[config.mk]
export PLATFORM = sky130hd
export DESIGN_NAME = nvmac_ctrl
export DESIGN_NICKNAME = d
export VERILOG_FILES = /design/src/nvmac_pkg.sv /design/src/nvmac_array.sv /design/src/nvmac_ctrl.sv
export VERILOG_INCLUDE_DIRS = /design/src
export SDC_FILE = /design/constraint.sdc
export NUM_CORES = 1
export LEC_CHECK = 0
export ABC_AREA = 1
export BUFFER_PORTS_ARGS = -buffer_cell sky130_fd_sc_hd__buf_2
export CAP_MARGIN = 20
export CORE_UTILIZATION = 35
export CTS_BUF_LIST = sky130_fd_sc_hd__clkbuf_4 sky130_fd_sc_hd__clkbuf_8 sky130_fd_sc_hd__clkbuf_16
export DETAILED_ROUTE_END_ITERATION = 8
export MAX_ROUTING_LAYER = met4
export PLACE_DENSITY_LB_ADDON = 0.15
export SETUP_SLACK_MARGIN = 0.2
export SYNTH_ARGS = -nofsm -noshare
export SYNTH_HDL_FRONTEND = slang
export SYNTH_HIERARCHICAL = 1
export SYNTH_SLANG_ARGS = --single-unit
[constraint.sdc]
create_clock -name clk -period 6.4 [get_ports clk]
set_input_delay 1.28 -clock clk [delete_from_list [all_inputs] [get_ports clk]]
set_output_delay 1.28 -clock clk [all_outputs]
set_load 0.01 [all_outputs]
[src/nvmac_params.svh]
`ifndef NVMAC_PARAMS_SVH
`define NVMAC_PARAMS_SVH

// I/O space locations
`define NVMAC_DATA_ADDR      6'h1D
`define NVMAC_ADDR_ADDR      6'h1E
`define NVMAC_CTRL_ADDR      6'h1C
// Field positions and address width
`define NVMAC_CTRL_READ_BIT  0
`define NVMAC_CTRL_WRITE_BIT 1
`define NVMAC_ADDR_BITS      6
// Reset values
`define NVMAC_DATA_RESET     8'h00
`define NVMAC_ADDR_RESET     6'h00
// Timing
`define NVMAC_CLK_PERIOD_PS  4000
`define NVMAC_WRITE_TIME_US  4000
// Scaled in two steps so the product stays inside a 32-bit integer
`define NVMAC_WRITE_CYCLES   ((`NVMAC_WRITE_TIME_US * 1000) / (`NVMAC_CLK_PERIOD_PS / 1000))
`define NVMAC_STALL_CYCLES   2

`endif

[src/nvmac_pkg.sv]
package nvmac_pkg;
  typedef enum logic [1:0] {
    NVMAC_IDLE  = 2'b00,
    NVMAC_READ  = 2'b01,
    NVMAC_WRITE = 2'b10
  } nvmac_state_t;
endpackage : nvmac_pkg

[src/nvmac_array.sv]
`timescale 1ns/10ps
`include "nvmac_params.svh"
// Storage array: 64 bytes, registered read data
module nvmac_array #(
  parameter int DEPTH = 64,
  parameter int AW    = `NVMAC_ADDR_BITS
) (
  input  wire logic          clk,
  input  wire logic [AW-1:0] arrAddr,
  input  wire logic          arrWrEn,
  input  wire logic [7:0]    arrWrData,
  output logic      [7:0]    arrRdData
);
  logic [7:0] mem [DEPTH];

  // Contents are not cleared on reset, like real nonvolatile cells
  always_ff @(posedge clk) begin
    if (arrWrEn) begin
      mem[arrAddr] <= arrWrData;
    end
    arrRdData <= mem[arrAddr];
  end
endmodule : nvmac_array

[src/nvmac_ctrl.sv]
`timescale 1ns/10ps
`include "nvmac_params.svh"
// Functional notes
// - The data, address and control registers sit in the I/O register space.
// - The address register holds a 6-bit linear byte address 0 to 63.
// - Address register bits 7 and 6 are read-only and read as zero.
// - A write stores the data register at the selected address.
// - A read loads the data register with the byte at the selected address.
// - The write strobe stays set for the write time and is then cleared by hardware.
// - Setting the write strobe stalls the CPU for two cycles.
// - The read strobe clears by hardware once the data register holds the result.
// - A read completes within one instruction, so it needs no polling.
// - Setting the read strobe stalls the CPU for two cycles.
// - Control register bits 7 to 2 are read-only and read as zero.
module nvmac_ctrl #(
  parameter int WRITE_CYCLES = `NVMAC_WRITE_CYCLES
) (
  input  wire logic       clk,
  input  wire logic       rstn,
  input  wire logic [5:0] ioAddr,
  input  wire logic       ioWr,
  input  wire logic       ioRd,
  input  wire logic [7:0] ioWrData,
  output logic      [7:0] ioRdData,
  output logic            cpuStall,
  output logic            writeBusy
);
  localparam int CW = $clog2(WRITE_CYCLES + 1);

  nvmac_pkg::nvmac_state_t state_q;
  logic [7:0]              data_q;
  logic [5:0]              addr_q;
  logic                    readStrobe_q;
  logic                    writeStrobe_q;
  logic [CW-1:0]           wrCount_q;
  logic [1:0]              stallCount_q;
  logic [7:0]              arrRdData;
  logic                    arrWrEn;
  logic                    selData;
  logic                    selAddr;
  logic                    selCtrl;
  logic                    startRead;
  logic                    startWrite;

  // I/O address decode
  assign selData = (ioAddr == `NVMAC_DATA_ADDR);
  assign selAddr = (ioAddr == `NVMAC_ADDR_ADDR);
  assign selCtrl = (ioAddr == `NVMAC_CTRL_ADDR);

  // Strobes are only accepted when idle; write takes priority
  assign startWrite = ioWr && selCtrl && ioWrData[`NVMAC_CTRL_WRITE_BIT]
                      && (state_q == nvmac_pkg::NVMAC_IDLE);
  assign startRead  = ioWr && selCtrl && ioWrData[`NVMAC_CTRL_READ_BIT] && !startWrite
                      && (state_q == nvmac_pkg::NVMAC_IDLE);
  assign arrWrEn    = startWrite;

  nvmac_array u_array (
    .clk       (clk),
    .arrAddr   (addr_q),
    .arrWrEn   (arrWrEn),
    .arrWrData (data_q),
    .arrRdData (arrRdData)
  );

  // Sequencer
  always_ff @(posedge clk) begin
    if (!rstn) begin
      state_q <= nvmac_pkg::NVMAC_IDLE;
    end else begin
      unique case (state_q)
        nvmac_pkg::NVMAC_IDLE: begin
          if (startWrite) begin
            state_q <= nvmac_pkg::NVMAC_WRITE;
          end else if (startRead) begin
            state_q <= nvmac_pkg::NVMAC_READ;
          end
        end
        nvmac_pkg::NVMAC_READ: begin
          state_q <= nvmac_pkg::NVMAC_IDLE;
        end
        nvmac_pkg::NVMAC_WRITE: begin
          if (wrCount_q == CW'(1)) begin
            state_q <= nvmac_pkg::NVMAC_IDLE;
          end
        end
        default: begin
          state_q <= nvmac_pkg::NVMAC_IDLE;
        end
      endcase
    end
  end

  // Self-timed write interval
  always_ff @(posedge clk) begin
    if (!rstn) begin
      wrCount_q <= '0;
    end else if (startWrite) begin
      wrCount_q <= CW'(WRITE_CYCLES);
    end else if (wrCount_q != '0) begin
      wrCount_q <= wrCount_q - CW'(1);
    end
  end

  // Strobe bits, set by software and cleared by hardware
  always_ff @(posedge clk) begin
    if (!rstn) begin
      writeStrobe_q <= 1'b0;
      readStrobe_q  <= 1'b0;
    end else begin
      if (startWrite) begin
        writeStrobe_q <= 1'b1;
      end else if (state_q == nvmac_pkg::NVMAC_WRITE && wrCount_q == CW'(1)) begin
        writeStrobe_q <= 1'b0;
      end
      if (startRead) begin
        readStrobe_q <= 1'b1;
      end else if (state_q == nvmac_pkg::NVMAC_READ) begin
        readStrobe_q <= 1'b0;
      end
    end
  end

  // Address register, frozen while a write runs
  always_ff @(posedge clk) begin
    if (!rstn) begin
      addr_q <= `NVMAC_ADDR_RESET;
    end else if (ioWr && selAddr && state_q != nvmac_pkg::NVMAC_WRITE) begin
      addr_q <= ioWrData[5:0];
    end
  end

  // Data register: CPU writes, or read result from the array
  always_ff @(posedge clk) begin
    if (!rstn) begin
      data_q <= `NVMAC_DATA_RESET;
    end else if (state_q == nvmac_pkg::NVMAC_READ) begin
      data_q <= arrRdData;
    end else if (ioWr && selData && state_q == nvmac_pkg::NVMAC_IDLE) begin
      data_q <= ioWrData;
    end
  end

  // Two-cycle CPU halt after either strobe
  always_ff @(posedge clk) begin
    if (!rstn) begin
      stallCount_q <= 2'h0;
    end else if (startWrite || startRead) begin
      stallCount_q <= 2'(`NVMAC_STALL_CYCLES);
    end else if (stallCount_q != 2'h0) begin
      stallCount_q <= stallCount_q - 2'h1;
    end
  end
  assign cpuStall  = (stallCount_q != 2'h0);
  assign writeBusy = writeStrobe_q;

  // Read mux; unmapped and reserved bits read zero
  always_comb begin
    ioRdData = 8'h00;
    if (ioRd) begin
      if (selData) begin
        ioRdData = data_q;
      end else if (selAddr) begin
        ioRdData = {2'b00, addr_q};
      end else if (selCtrl) begin
        ioRdData = {6'h00, writeStrobe_q, readStrobe_q};
      end
    end
  end
endmodule : nvmac_ctrl

==> Word level (Yosys, flattened, before mapping) <==
Memory sizes are Yosys's and may differ from the RTL's. A register that Yosys moved wholly into a read port is not among the register bits.
Cells that the tools add are included.
{ "classes": {"add_sub_neg": 2, "eq_ne": 9, "muxes": 20, "n_bitwise": 1, "reduce_logical": 24} }
{ "op_table": {"columns": ["operator", "n"], "rows": [
  ["$mux 20", 2],
  ["$mux 8", 4],
  ["$eq 20x1->1 const B", 1],
  ["$reduce_bool 20->1", 1],
  ["$sub 20x1->20 const B", 1],
  ["$eq 6x5->1 const B", 3],
  ["$mux 2", 6],
  ["$reduce_bool 2->1", 6],
  ["$logic_and 1x1->1", 11],
  ["$mux 1", 6],
  ["$mux 6", 1],
  ["$ne 2x2->1 const B", 2],
  ["$pmux 2 s2", 1],
  ["$reduce_or 2->1", 2],
  ["$ne 3x3->1 const B", 1],
  ["$eq 2x1->1 const B", 1],
  ["$eq 2x2->1 const B", 1],
  ["$logic_not 2->1", 1],
  ["$reduce_and 2->1", 1],
  ["$sub 2x1->2 const B", 1],
  ["$logic_not 1->1", 1],
  ["$logic_or 1x1->1", 1],
  ["$not 1->1", 1]
]} }
{ "totals": {"register_bits": 40, "ramBits": 512, "inputBits": 18, "output_inout_bits": 10, "wordCells": 66, "mem_count": 1} }
{ "mem_list": {"columns": ["memory", "depth", "width", "read_ports", "rd_clocked_by_memory_dff", "wr", "line", "rtl"], "rows": [
  ["u_array.mem", 64, 8, 1, 1, 1, "nvmac_array.sv:14", "logic [7:0] mem [DEPTH];"]
]} }

==> Depth between registers and ports, before layout <==
Gate-level depths: netlist (run 1).
{ "logic_depth": {"depth_word": 10, "ltp_mapped": 13, "ltp_nobuf": 11} }

==> Cells and area by module <==
The synthesis (run 1) kept the hierarchy.
{ "modules_own_cells": {"columns": ["module", "n_inst", "cells_each", "area_each_um2", "seq_area_each_um2"], "rows": [
  ["nvmac_array", 1, 2167, 22044.9, 15534.9],
  ["nvmac_ctrl", 1, 319, 2204.6, 800.8]
]} }

==> Least setup slack after synthesis (run 1) <==
Ideal clock, no wire load.
{ "synth_path": {"path_kind": "input to register", "from": "input ioAddr[5]", "to": "memory u_array.mem[40][0], enable pin", "setup_time_ns": 0.395, "arrival_time_ns": 3.047, "required_time_ns": 6.005, "setup_slack_ns": 2.959, "cell_stages": 8, "path_buffers": 1, "path_cell_list": "inv_1 -> nand2_2 -> nor2_2 -> nand2_1 -> nor2_4 -> clkbuf_1 -> inv_1 -> nor4_1"} }
{ "synth_between": {"elab_chain_cells": 6} }
{ "synth_lines": {"columns": ["item", "line", "rtl"], "rows": [
  ["start: declaration", "nvmac_ctrl.sv:20", "input wire logic [5:0] ioAddr,"],
  ["$eq 6x5->1 (no source line)", null, null],
  ["$logic_and 1x1->1 (3 in a row)", "nvmac_ctrl.sv:51", "assign startWrite = ioWr && selCtrl && ioWrData[`NVMAC_CTRL_WRITE_BIT]"],
  ["via arrWrEn", "nvmac_ctrl.sv:38", "logic arrWrEn;"],
  ["$mux 1", "nvmac_array.sv:18", "if (arrWrEn) begin"],
  ["$mux 1 (implied by the code)", "nvmac_array.sv:19", "mem[arrAddr] <= arrWrData;"],
  ["end: declaration", "nvmac_array.sv:14", null]
]} }
The timed path passes the listed nets, and every way through them passes these cells.

==> Worst setup path after layout (run 1) <==
{ "layout_path": {"from": "register addr_q[1]", "to": "memory u_array.mem[2][4], enable pin"} }
{ "layout_rtl": {"columns": ["item", "line", "rtl"], "rows": [
  ["start: declaration", "nvmac_ctrl.sv:32", "logic [5:0] addr_q;"],
  ["start signal: assignment", "nvmac_ctrl.sv:126", "addr_q <= `NVMAC_ADDR_RESET;"],
  ["start signal: assignment", "nvmac_ctrl.sv:128", "addr_q <= ioWrData[5:0];"]
]} }
No word-level cell before the write port.

==> results of run 1 <==
-- per-layer routing --
metal / global-route usage / share of wire
met1: 0.256 / 0.44
met2: 0.327 / 0.48
met3: 0.0281 / 0.049
met4: 0.0642 / 0.029
met5: - / 0
-- registers in the layout, summed over array words and instances (netlist names) --
| signal | flops |
|---|---|
| addr_q | 6 |
| wrCount_q | 20 |
| state_q | 2 |
| writeBusy | 1 |
| u_array/mem | 512 |
| data_q | 8 |
| u_array/arrRdData | 8 |
| stallCount_q | 2 |
| readStrobe_q | 1 |
-- report_power, final --
part | switching, µW | internal, µW | leakage (µW)
Sequential | 54.4 | 3990 | 0.00629
Combinational | 365 | 193 | 0.00491
Clock | 1440 | 1900 | 0.000943
-- layout make-up --
class / count / share of cell area
sequential: 560 / 0.604
multi-input combinational: 1755 / 0.261
clock buffer: 68 / 0.0584
tap: 931 / 0.0430
clock inverter: 40 / 0.0126
timing repair buffer: 50 / 0.0121
inverter: 66 / 0.00938
-- synthesized netlist by cell type, drive strengths merged --
cell / n
nand3: 41
ha: 2
nor2: 148
nand2: 1456
edfxtp: 512
mux2: 8
nor4: 2
o21ai: 15
and3: 1
inv: 65
o211ai: 7
dfxtp: 48
or2: 9
clkinv: 1
buf: 82
nor3: 17
xnor2: 8
nand3b: 4
xor2: 1
a21oi: 29
clkbuf: 23
nand4: 7
-- through the flow --
| stage | hold slack (ps) | power, µW | cell area, µm² |
|---|---|---|---|
| detailed placement | 476 | 4680 | 25100 |
| global placement | 478 | 4670 | 25100 |
| floorplan | 446 | 4550 | 24200 |
| CTS | 491 | 8030 | 27100 |
| global route | 530 | 8260 | 27100 |
| finish | 495 | 7940 | 27100 |
-- kinds of logic after synthesis --
| group | after synthesis | synth area share |
|---|---|---|
| xor+xnor | 9 | 0.00325 |
| fa+ha+maj | 2 | 0.00103 |
| flops | 560 | 0.674 |
| buf+inv | 171 | 0.0354 |
| simple gates | 1685 | 0.272 |
| mux | 8 | 0.00372 |
| compound gates | 51 | 0.0112 |
-- worst register-to-register path, delay by kind of cell (launching register included) --
kind	cells	cell delay [ps]
buf+inv	1	680
flops	1	670
simple gates	3	2220
-- worst paths after layout --
path                                   from                     endpoint  cells past startpoint
hold / removal    readStrobe_q$_SDFFE_PN0P_    readStrobe_q$_SDFFE_PN0P_                      2
setup reg to reg     addr_q[1]$_SDFFE_PN0P_  u_array/mem[2][4]$_DFFE_PP_                      4
setup / recovery     addr_q[1]$_SDFFE_PN0P_  u_array/mem[2][4]$_DFFE_PP_                      4
hold reg to reg   readStrobe_q$_SDFFE_PN0P_    readStrobe_q$_SDFFE_PN0P_                      2
==> summary.txt, run 1 <==
Outcome: finished clean
Fraction of the yosys area taken by sequential cells: 0.674
Register bit total from synthesis: 560
Global-route wire length before repair: 102000 µm
Setup slack after layout: 2460 ps
Critical Path RT: 6650 ps
Multi-input gate area: 0.00706 mm²
Initial core utilization: 0.354
Slowest Stage Delay on Critical Path: 890 ps
Top cell type's share of synthesized area: 0.634
Clock transition at the registers of the reported paths: 70 ps
Total power divided by cell area: 293 mW/mm²
Hold Crit Class: flop to flop
Antenna Cells: 0
Layout cell share with drive strength beyond 1: 0.0815
Slew of the pin with the lowest slew margin: 1120 ps
GR Util All Layers: 0.200
Worst path bufs/invs: 1
Number of DRC violations after detailed routing: 0
Worst-path cell chain: clkinv_2 > nor2_2 > nand3_1 > nor2_1
Die Ht: 265 µm
Clk Latency, worst-skew pair: 620 ps
Max cap viols: 0
Number of nets in the finished design: 2510
Number of instances in the synthesized netlist: 2486
Width of the die: 265 µm
Ratio of routed vias to standard cells: 4.75
Number of cells after detailed placement: 3361
Highest net fanout along the worst path: 46
Post-route setup TNS: 0 ps
Detailed-router iteration count before antenna repair: 6
Post-DR wirelength/cell: 19.4 µm
Max Clock Freq: 254 MHz
Quantity of gates resized following cts: 0
Post-detail-place hpwl: 41400 µm
Maximum buffer depth of the clock tree: 3
CTS tree: built
Site Rows: 96
Kind of launch point of the worst setup path: flop
Main area contributors after synthesis: edfxtp_1 63%, nand2_1 22%, dfxtp_1 4.0%
Area occupied by registers: 0.0164 mm²
Overall via count from detail_route: 16.5k
Worst Path Class, Setup: flop to flop
Element type at the critical path end: flop
Most frequent standard cell in the layout excluding fill and tap cells: nand2_1
Maximum vdd ir drop: 0.234 mV
Maximum number of pins on one net before global-route repair: 113
Number of top-level pins: 28
Final wirelength: 67500 µm
Minimum clock period after layout: 3940 ps
Internal reg-to-reg setup slack: 2460 ps
Post-layout util: 0.395
Hold Buf Count CTS: 0
Combined area of all synthesized cells: 0.0242 mm²
Pins over their slew limit: 0
Sink Count: 560
Antenna violations before repair: 0
Buffers inserted during post-CTS setup optimization: 0
Arrival time of the worst setup path: 4190 ps
Total overflow reported by the global router: 0
Violation count after the first detailed-routing iteration: 1222
Slew margin rel.: 0.249
Net count after synthesis: 2506
Crit share post-route: 0.616
Area inside the core boundary: 0.0686 mm²
Clock H-tree levels: 2
Count of cell types in the netlist: 37
Final number of hold-violating endpoints: 0
Number of global-route vias before repair: 16.8k
Setup clock skew after layout: 24.9 ps
Final cell count without fillers: 3470
Cell class contributing the biggest share of worst-path delay: simple AND/OR/NAND/NOR gates
Area growth from synthesis to layout: 11.7%
Leading cell types in the layout, fill and taps excluded: 1452 x nand2_1, 512 x edfxtp_1, 141 x nor2_1, 60 x clkbuf_16, 57 x inv_1
Fill cell count: 6813
# port buffers: 27
Clock root buffer: clkbuf_16
Yosys warns: 6
Cell type with the highest aggregate area in the netlist: edfxtp_1
Unrepaired setup endpoints after global routing: no
Detail Route Antenna Nets: 0
Cell with the largest stage delay on the worst path: nor2_1
Static leakage: 0.0121 µW
Inserted Clock Buffers: 57
Placer Congestion: 0.860
Die outline area: 0.0703 mm²
Syn Area/Cell: 9.75 µm²
Final Setup Violations: 0
Worst setup slack before clock tree synthesis: 2000 ps
No activity file was read; power rests on OpenSTA's default activity.
==> run 2, diff against run 1 <==
- ABC_AREA: 1 -> 0
- clock period: 6.4 -> 3.7 ns (I/O delays scaled with it)
==> run 2 against run 1 <==
Register-to-register slack got worse by 1800 ps; via count decreased by 19%; utilization increased by 2.4 points; die area decreased by 6.7%; critical path depth increased by 3; non-clock buffer count increased by 124; largest cell class unchanged; final cell count decreased by 29%; critical endpoint is now u_array/mem[18][5]$_DFFE_PP_; count of clock-buffer cells in the layout decreased by 2; first-iteration DRC count decreased by 10%.
==> summary.txt, run 2 <==
Synth cell count leaders: 512 x edfxtp_1, 106 x nor2_1, 81 x mux2i_1, 55 x nand2_1, 48 x dfxtp_1
Register bit total from synthesis: 560
Count of flip-flops with a built-in enable after synthesis: 512
Static leakage: 0.00966 µW
Post-Route M1 WL: 29300 µm
Top cell type's share of synthesized area: 0.680
Die outline area: 0.0656 mm²
Slowest Stage Delay on Critical Path: 540 ps
GR Util All Layers: 0.203
Detail Route Antenna Nets: 0
Standard cell area after detailed placement: 0.0245 mm²
Width of the die: 256 µm
Wire length on met3: 3370 µm
Post-DR wirelength/cell: 26.2 µm
Slew margin rel.: 0.319
Setup slack after layout: 681 ps
Total power divided by cell area: 522 mW/mm²
Slew of the pin with the lowest slew margin: 1020 ps
Most frequent standard cell in the layout excluding fill and tap cells: edfxtp_1
Buffers inserted during post-CTS setup optimization: 0
Outcome: finished clean
Syn Area/Cell: 15.9 µm²
Net Sw Frac: 0.214
Number of nets in the finished design: 1587
Design Power: 13900 µW
Antenna Cells: 0
Element type at the critical path end: flop
Max Clock Freq: 331 MHz
Area growth from synthesis to layout: 17.6%
Net count after synthesis: 1445
Die Ht: 256 µm
Combined area of all synthesized cells: 0.0226 mm²
Number of flip-flops under the largest register name: 512
Cell type with the highest aggregate area in the netlist: edfxtp_1
Overall via count from detail_route: 13.4k
Cell count of the worst reg-to-reg path: 7
Layout cell share with drive strength beyond 1: 0.213
Placer Congestion: 0.842
Worst setup slack before clock tree synthesis: 406 ps
Final Setup Violations: 0
Final number of hold-violating endpoints: 0
Initial core utilization: 0.356
Number of instances in the synthesized netlist: 1425
Setup clock skew after layout: 25.9 ps
Clock H-tree levels: 2
Number of DRC violations after detailed routing: 0
Portion of total power attributed to combinational logic: 0.052
Maximum vdd ir drop: 0.292 mV
Largest registers: u_array/mem: 512 flops, wrCount_q: 20 flops
Clock transition at the registers of the reported paths: 60 ps
Highest net fanout along the worst path: 20
CTS tree: built
Critical Path RT: 3950 ps
Cell with the largest stage delay on the worst path: nor2_1
Total overflow reported by the global router: 0
Top register by number of flip-flops: u_array/mem
Arrival time of the worst setup path: 3270 ps
Post-route setup TNS: 0 ps
Minimum clock period after layout: 3020 ps
Ratio of routed vias to standard cells: 5.44
Area inside the core boundary: 0.0634 mm²
Detailed-router iteration count before antenna repair: 7
# port buffers: 27
Clock Power Share: 0.446
Site Rows: 92
Leading cell types in the layout, fill and taps excluded: 512 x edfxtp_1, 142 x buf_4, 104 x nor2_1, 81 x mux2i_1, 61 x clkbuf_16
Internal reg-to-reg setup slack: 680 ps
Clock root buffer: clkbuf_16
Max cap viols: 0
Most instantiated library cell after synthesis: edfxtp_1
Number of top-level pins: 28
Unrepaired setup endpoints after global routing: no
Post-layout util: 0.419
Fraction of the yosys area taken by sequential cells: 0.723
Number of global-route vias before repair: 13.5k
Hold Buf Count CTS: 0
Post-detail-place hpwl: 41500 µm
Violation count after the first detailed-routing iteration: 1095
Quantity of gates resized following cts: 0
Final wirelength: 64500 µm
Cell area after layout: 0.0266 mm²
Count of cell types in the netlist: 73
Share of flip-flops with an asynchronous set or reset after synthesis: 0
Main area contributors after synthesis: edfxtp_1 68%, dfxtp_1 4.3%, mux4_2 4.1%
Sink Count: 560
Global-route wire length before repair: 95000 µm
Pins over their slew limit: 0
Cell depth of the worst hold path: 3
Worst Path Class, Setup: flop to flop
Crit share post-route: 0.816
Yosys warns: 6
Power dissipated by switching net loads: 2970 µW
Inserted Clock Buffers: 58
Fraction of power consumed by sequential logic: 0.502
Hold Crit Class: primary input to flop
DR top layer: met4
Clk Latency, worst-skew pair: 620 ps
Kind of launch point of the worst setup path: flop
Internal power summed over all cells: 10900 µW
Detailed route wirelength on metal2: 30600 µm
Antenna violations before repair: 0
Maximum buffer depth of the clock tree: 3
Worst-path cell chain: nor4_1 > nand4_1 > inv_1 > nor2b_1 > nand2_1 > buf_4 > nor2_1
Maximum number of pins on one net before global-route repair: 66
Most instantiated flip-flop cell in the synthesis netlist: edfxtp_1
run 2: changes by cell type in the layout (fill, tap and decap cells not counted), sizes merged, moves of 21 or more:
cell	change
inv	-59
nand3	-27
a22oi	+44
a221oi	+21
a31oi	+21
nor2	-42
nand2b	+34
nand2	-1401
buf	+124
mux4	+41
o22ai	+22
mux2i	+81
run 2: final cells by class:
cell class              instances  area [µm²]
fillers                      5695       36800
clock buffers                  66        1560
clock inverters                42         469
well taps                     846        1060
multi-input cells             763        5810
flip-flops and latches        560       16400
inverters                      10        37.5
repair buffers                174        1290
run 2: power by group through the flow:
stage          logic [µW]  registers, µW  clock network (µW)
4_1_cts               720           6970                6330
5_1_grt               792           6970                6560
3_3_place_gp          699           7090                   0
6_report              718           6970                6200
3_5_place_dp          715           7100                   0
2_1_floorplan         541           7080                   0
run 2: critical path, delay by kind of cell (launching register included):
kind | cells | cell delay, ps
buffers and inverters | 2 | 430
and+or+nand+nor | 5 | 1700
DFF | 1 | 490
run 2: logic make-up after synthesis:
kind of cell,synth area share
muxes,0.0827
buffers and inverters,0.0210
adders and majority gates,0.00111
DFF,0.723
and+or+nand+nor,0.0814
AOI/OAI and AO/OA,0.0913
run 2: worst paths after layout:
check                                 end                          from
max          u_array/mem[18][5]$_DFFE_PP_       state_q[1]$_SDFFE_PN0P_
max reg2reg  u_array/mem[18][5]$_DFFE_PP_       state_q[1]$_SDFFE_PN0P_
min reg2reg  stallCount_q[0]$_SDFFE_PP0P_  stallCount_q[0]$_SDFFE_PP0P_
min                addr_q[2]$_SDFFE_PN0P_                   ioWrData[2]
run 2: routing by layer:
metal	vias up	global-route usage
met5	-	-
met4	0	0.0497
met3	81	0.0328
met2	383	0.318
met1	6929	0.277
li1	6005	-
run 2: per-stage QoR:
stage / hold WS [ps] / instances
after global placement: 419 / 2351
after floorplan: 406 / 1425
after detailed placement: 435 / 2352
after CTS: 354 / 2460
after global routing: 388 / 2461
final: 384 / 2461
==> run 3, diff against run 2 <==
- clock period: 3.7 -> 3.04 ns (I/O delays scaled with it)
==> run 3 against run 2 <==
Combinational power increased by 25%; count of clock-buffer cells in the layout increased by 1; clock power increased by 25%; register-to-register slack got worse by 450 ps; largest power group unchanged.
==> summary.txt, run 3 (synthesized netlist as in run 2, its figures left out) <==
Global-route wire length before repair: 94300 µm
Number of top-level pins: 28
Initial core utilization: 0.356
Placer Congestion: 0.872
Top register by number of flip-flops: u_array/mem
Setup slack after layout: 226 ps
Element type at the critical path end: flop
Antenna violations before repair: 2
# port buffers: 27
Minimum clock period after layout: 2810 ps
Total overflow reported by the global router: 0
Die Ht: 256 µm
Clock root buffer: clkbuf_16
Ratio of routed vias to standard cells: 5.48
Sink Count: 560
Multi-input gate area: 0.00581 mm²
CTS tree: built
Clock H-tree levels: 2
Area growth from synthesis to layout: 19.4%
Maximum vdd ir drop: 0.401 mV
Fill cell count: 5658
Layout cell share with drive strength beyond 1: 0.237
Final wirelength: 64600 µm
Detailed-router iteration count before antenna repair: 5
Most frequent standard cell in the layout excluding fill and tap cells: edfxtp_1
Hold Crit Class: primary input to flop
Post-layout util: 0.426
Final Setup Violations: 0
Clk Latency, worst-skew pair: 620 ps
Maximum number of pins on one net before global-route repair: 66
Number of global-route vias before repair: 13.7k
Unrepaired setup endpoints after global routing: no
Area inside the core boundary: 0.0634 mm²
Final number of hold-violating endpoints: 0
Worst Path Class, Setup: flop to flop
Die outline area: 0.0656 mm²
Clock transition at the registers of the reported paths: 70 ps
Kind of launch point of the worst setup path: flop
Slew of the pin with the lowest slew margin: 1110 ps
Number of DRC violations after detailed routing: 0
Maximum buffer depth of the clock tree: 3
Outcome: finished clean
Cell area after layout: 0.0270 mm²
Post-route setup TNS: 0 ps
Critical Path RT: 3540 ps
Standard cell area after detailed placement: 0.0248 mm²
Highest net fanout along the worst path: 14
Max cap viols: 0
Violation count after the first detailed-routing iteration: 1291
Internal reg-to-reg setup slack: 230 ps
GR Util All Layers: 0.202
Inserted Clock Buffers: 58
Setup clock skew after layout: 17.1 ps
Pins over their slew limit: 0
Post-DR wirelength/cell: 25.9 µm
Total power divided by cell area: 633 mW/mm²
Slew margin rel.: 0.256
Post-detail-place hpwl: 41600 µm
Worst setup slack before clock tree synthesis: -17.0 ps
Leading cell types in the layout, fill and taps excluded: 512 x edfxtp_1, 171 x buf_4, 104 x nor2_1, 81 x mux2i_1, 61 x clkbuf_16
Number of nets in the finished design: 1623
Site Rows: 92
Crit share post-route: 0.926
Hold Buf Count CTS: 0
Overall via count from detail_route: 13.7k
Antenna Cells: 0
Static leakage: 0.00988 µW
Arrival time of the worst setup path: 3310 ps
Area occupied by registers: 0.0164 mm²
Width of the die: 256 µm
Number of flip-flops under the largest register name: 512
Max Clock Freq: 355 MHz
Largest registers: u_array/mem: 512 flops, wrCount_q: 20 flops
Detail Route Antenna Nets: 0
-- run 3: cell count changes in the layout (fill, tap and decap cells not counted), sizes merged --
cell / delta
buf: +35
clkinv: -9
clkinvlp: +6
clkbuf: +2
bufinv: +1
-- run 3: final cells by class --
type	instances	share of cell area
Clock buffer	67	0.0584
Clock inverter	40	0.0194
Inverter	10	0.00139
Multi-Input combinational cell	763	0.215
Sequential cell	560	0.606
Tap cell	846	0.0392
Timing Repair Buffer	210	0.0606
-- run 3: repair_timing --
item                                    CTS  global route
setup buffers                             7             1
gates resized for setup                   2             2
endpoints found under the setup margin    3             2
-- run 3: through the flow --
stage          std cells  power [µW]  hold WS, ps
3_3_place_gp        2379        9500          422
6_report            2496       17100          254
3_5_place_dp        2380        9530          423
4_1_cts             2494       17300          225
2_1_floorplan       1425        9270          406
5_1_grt             2496       17600          250
-- run 3: worst max-delay path, cell delays in order (launching register included) --
cell	delay [ps]
dfxtp_4	410
buf_4	170
buf_16	150
and2_1	370
a22o_1	270
a221oi_1	550
o22ai_1	200
or4b_1	550
-- run 3: power by group --
| part | leakage, µW | internal [µW] | switching (µW) | total, µW |
|---|---|---|---|---|
| logic | 0.00258 | 346 | 549 | 895 |
| clock network | 0.00101 | 4730 | 3000 | 7730 |
| registers | 0.00629 | 8360 | 113 | 8480 |
-- run 3: final timing paths --
check	endpoint	from	depth (start not counted)
worst max-delay path	u_array/arrRdData[5]$_DFF_P_	addr_q[1]$_SDFFE_PN0P_	7
worst min-delay path	addr_q[3]$_SDFFE_PN0P_	ioWrData[3]	3
worst max register to register	u_array/arrRdData[5]$_DFF_P_	addr_q[1]$_SDFFE_PN0P_	7
worst min register to register	stallCount_q[0]$_SDFFE_PP0P_	stallCount_q[0]$_SDFFE_PP0P_	1
-- run 3: layer usage --
| metal | global-route usage | vias to the layer above | share of wire |
|---|---|---|---|
| met5 | - | - | 0 |
| met4 | 0.0639 | 0 | 0.028 |
| met3 | 0.0345 | 98 | 0.062 |
| met2 | 0.304 | 444 | 0.46 |
| met1 | 0.277 | 7062 | 0.45 |
| li1 | - | 6081 | - |
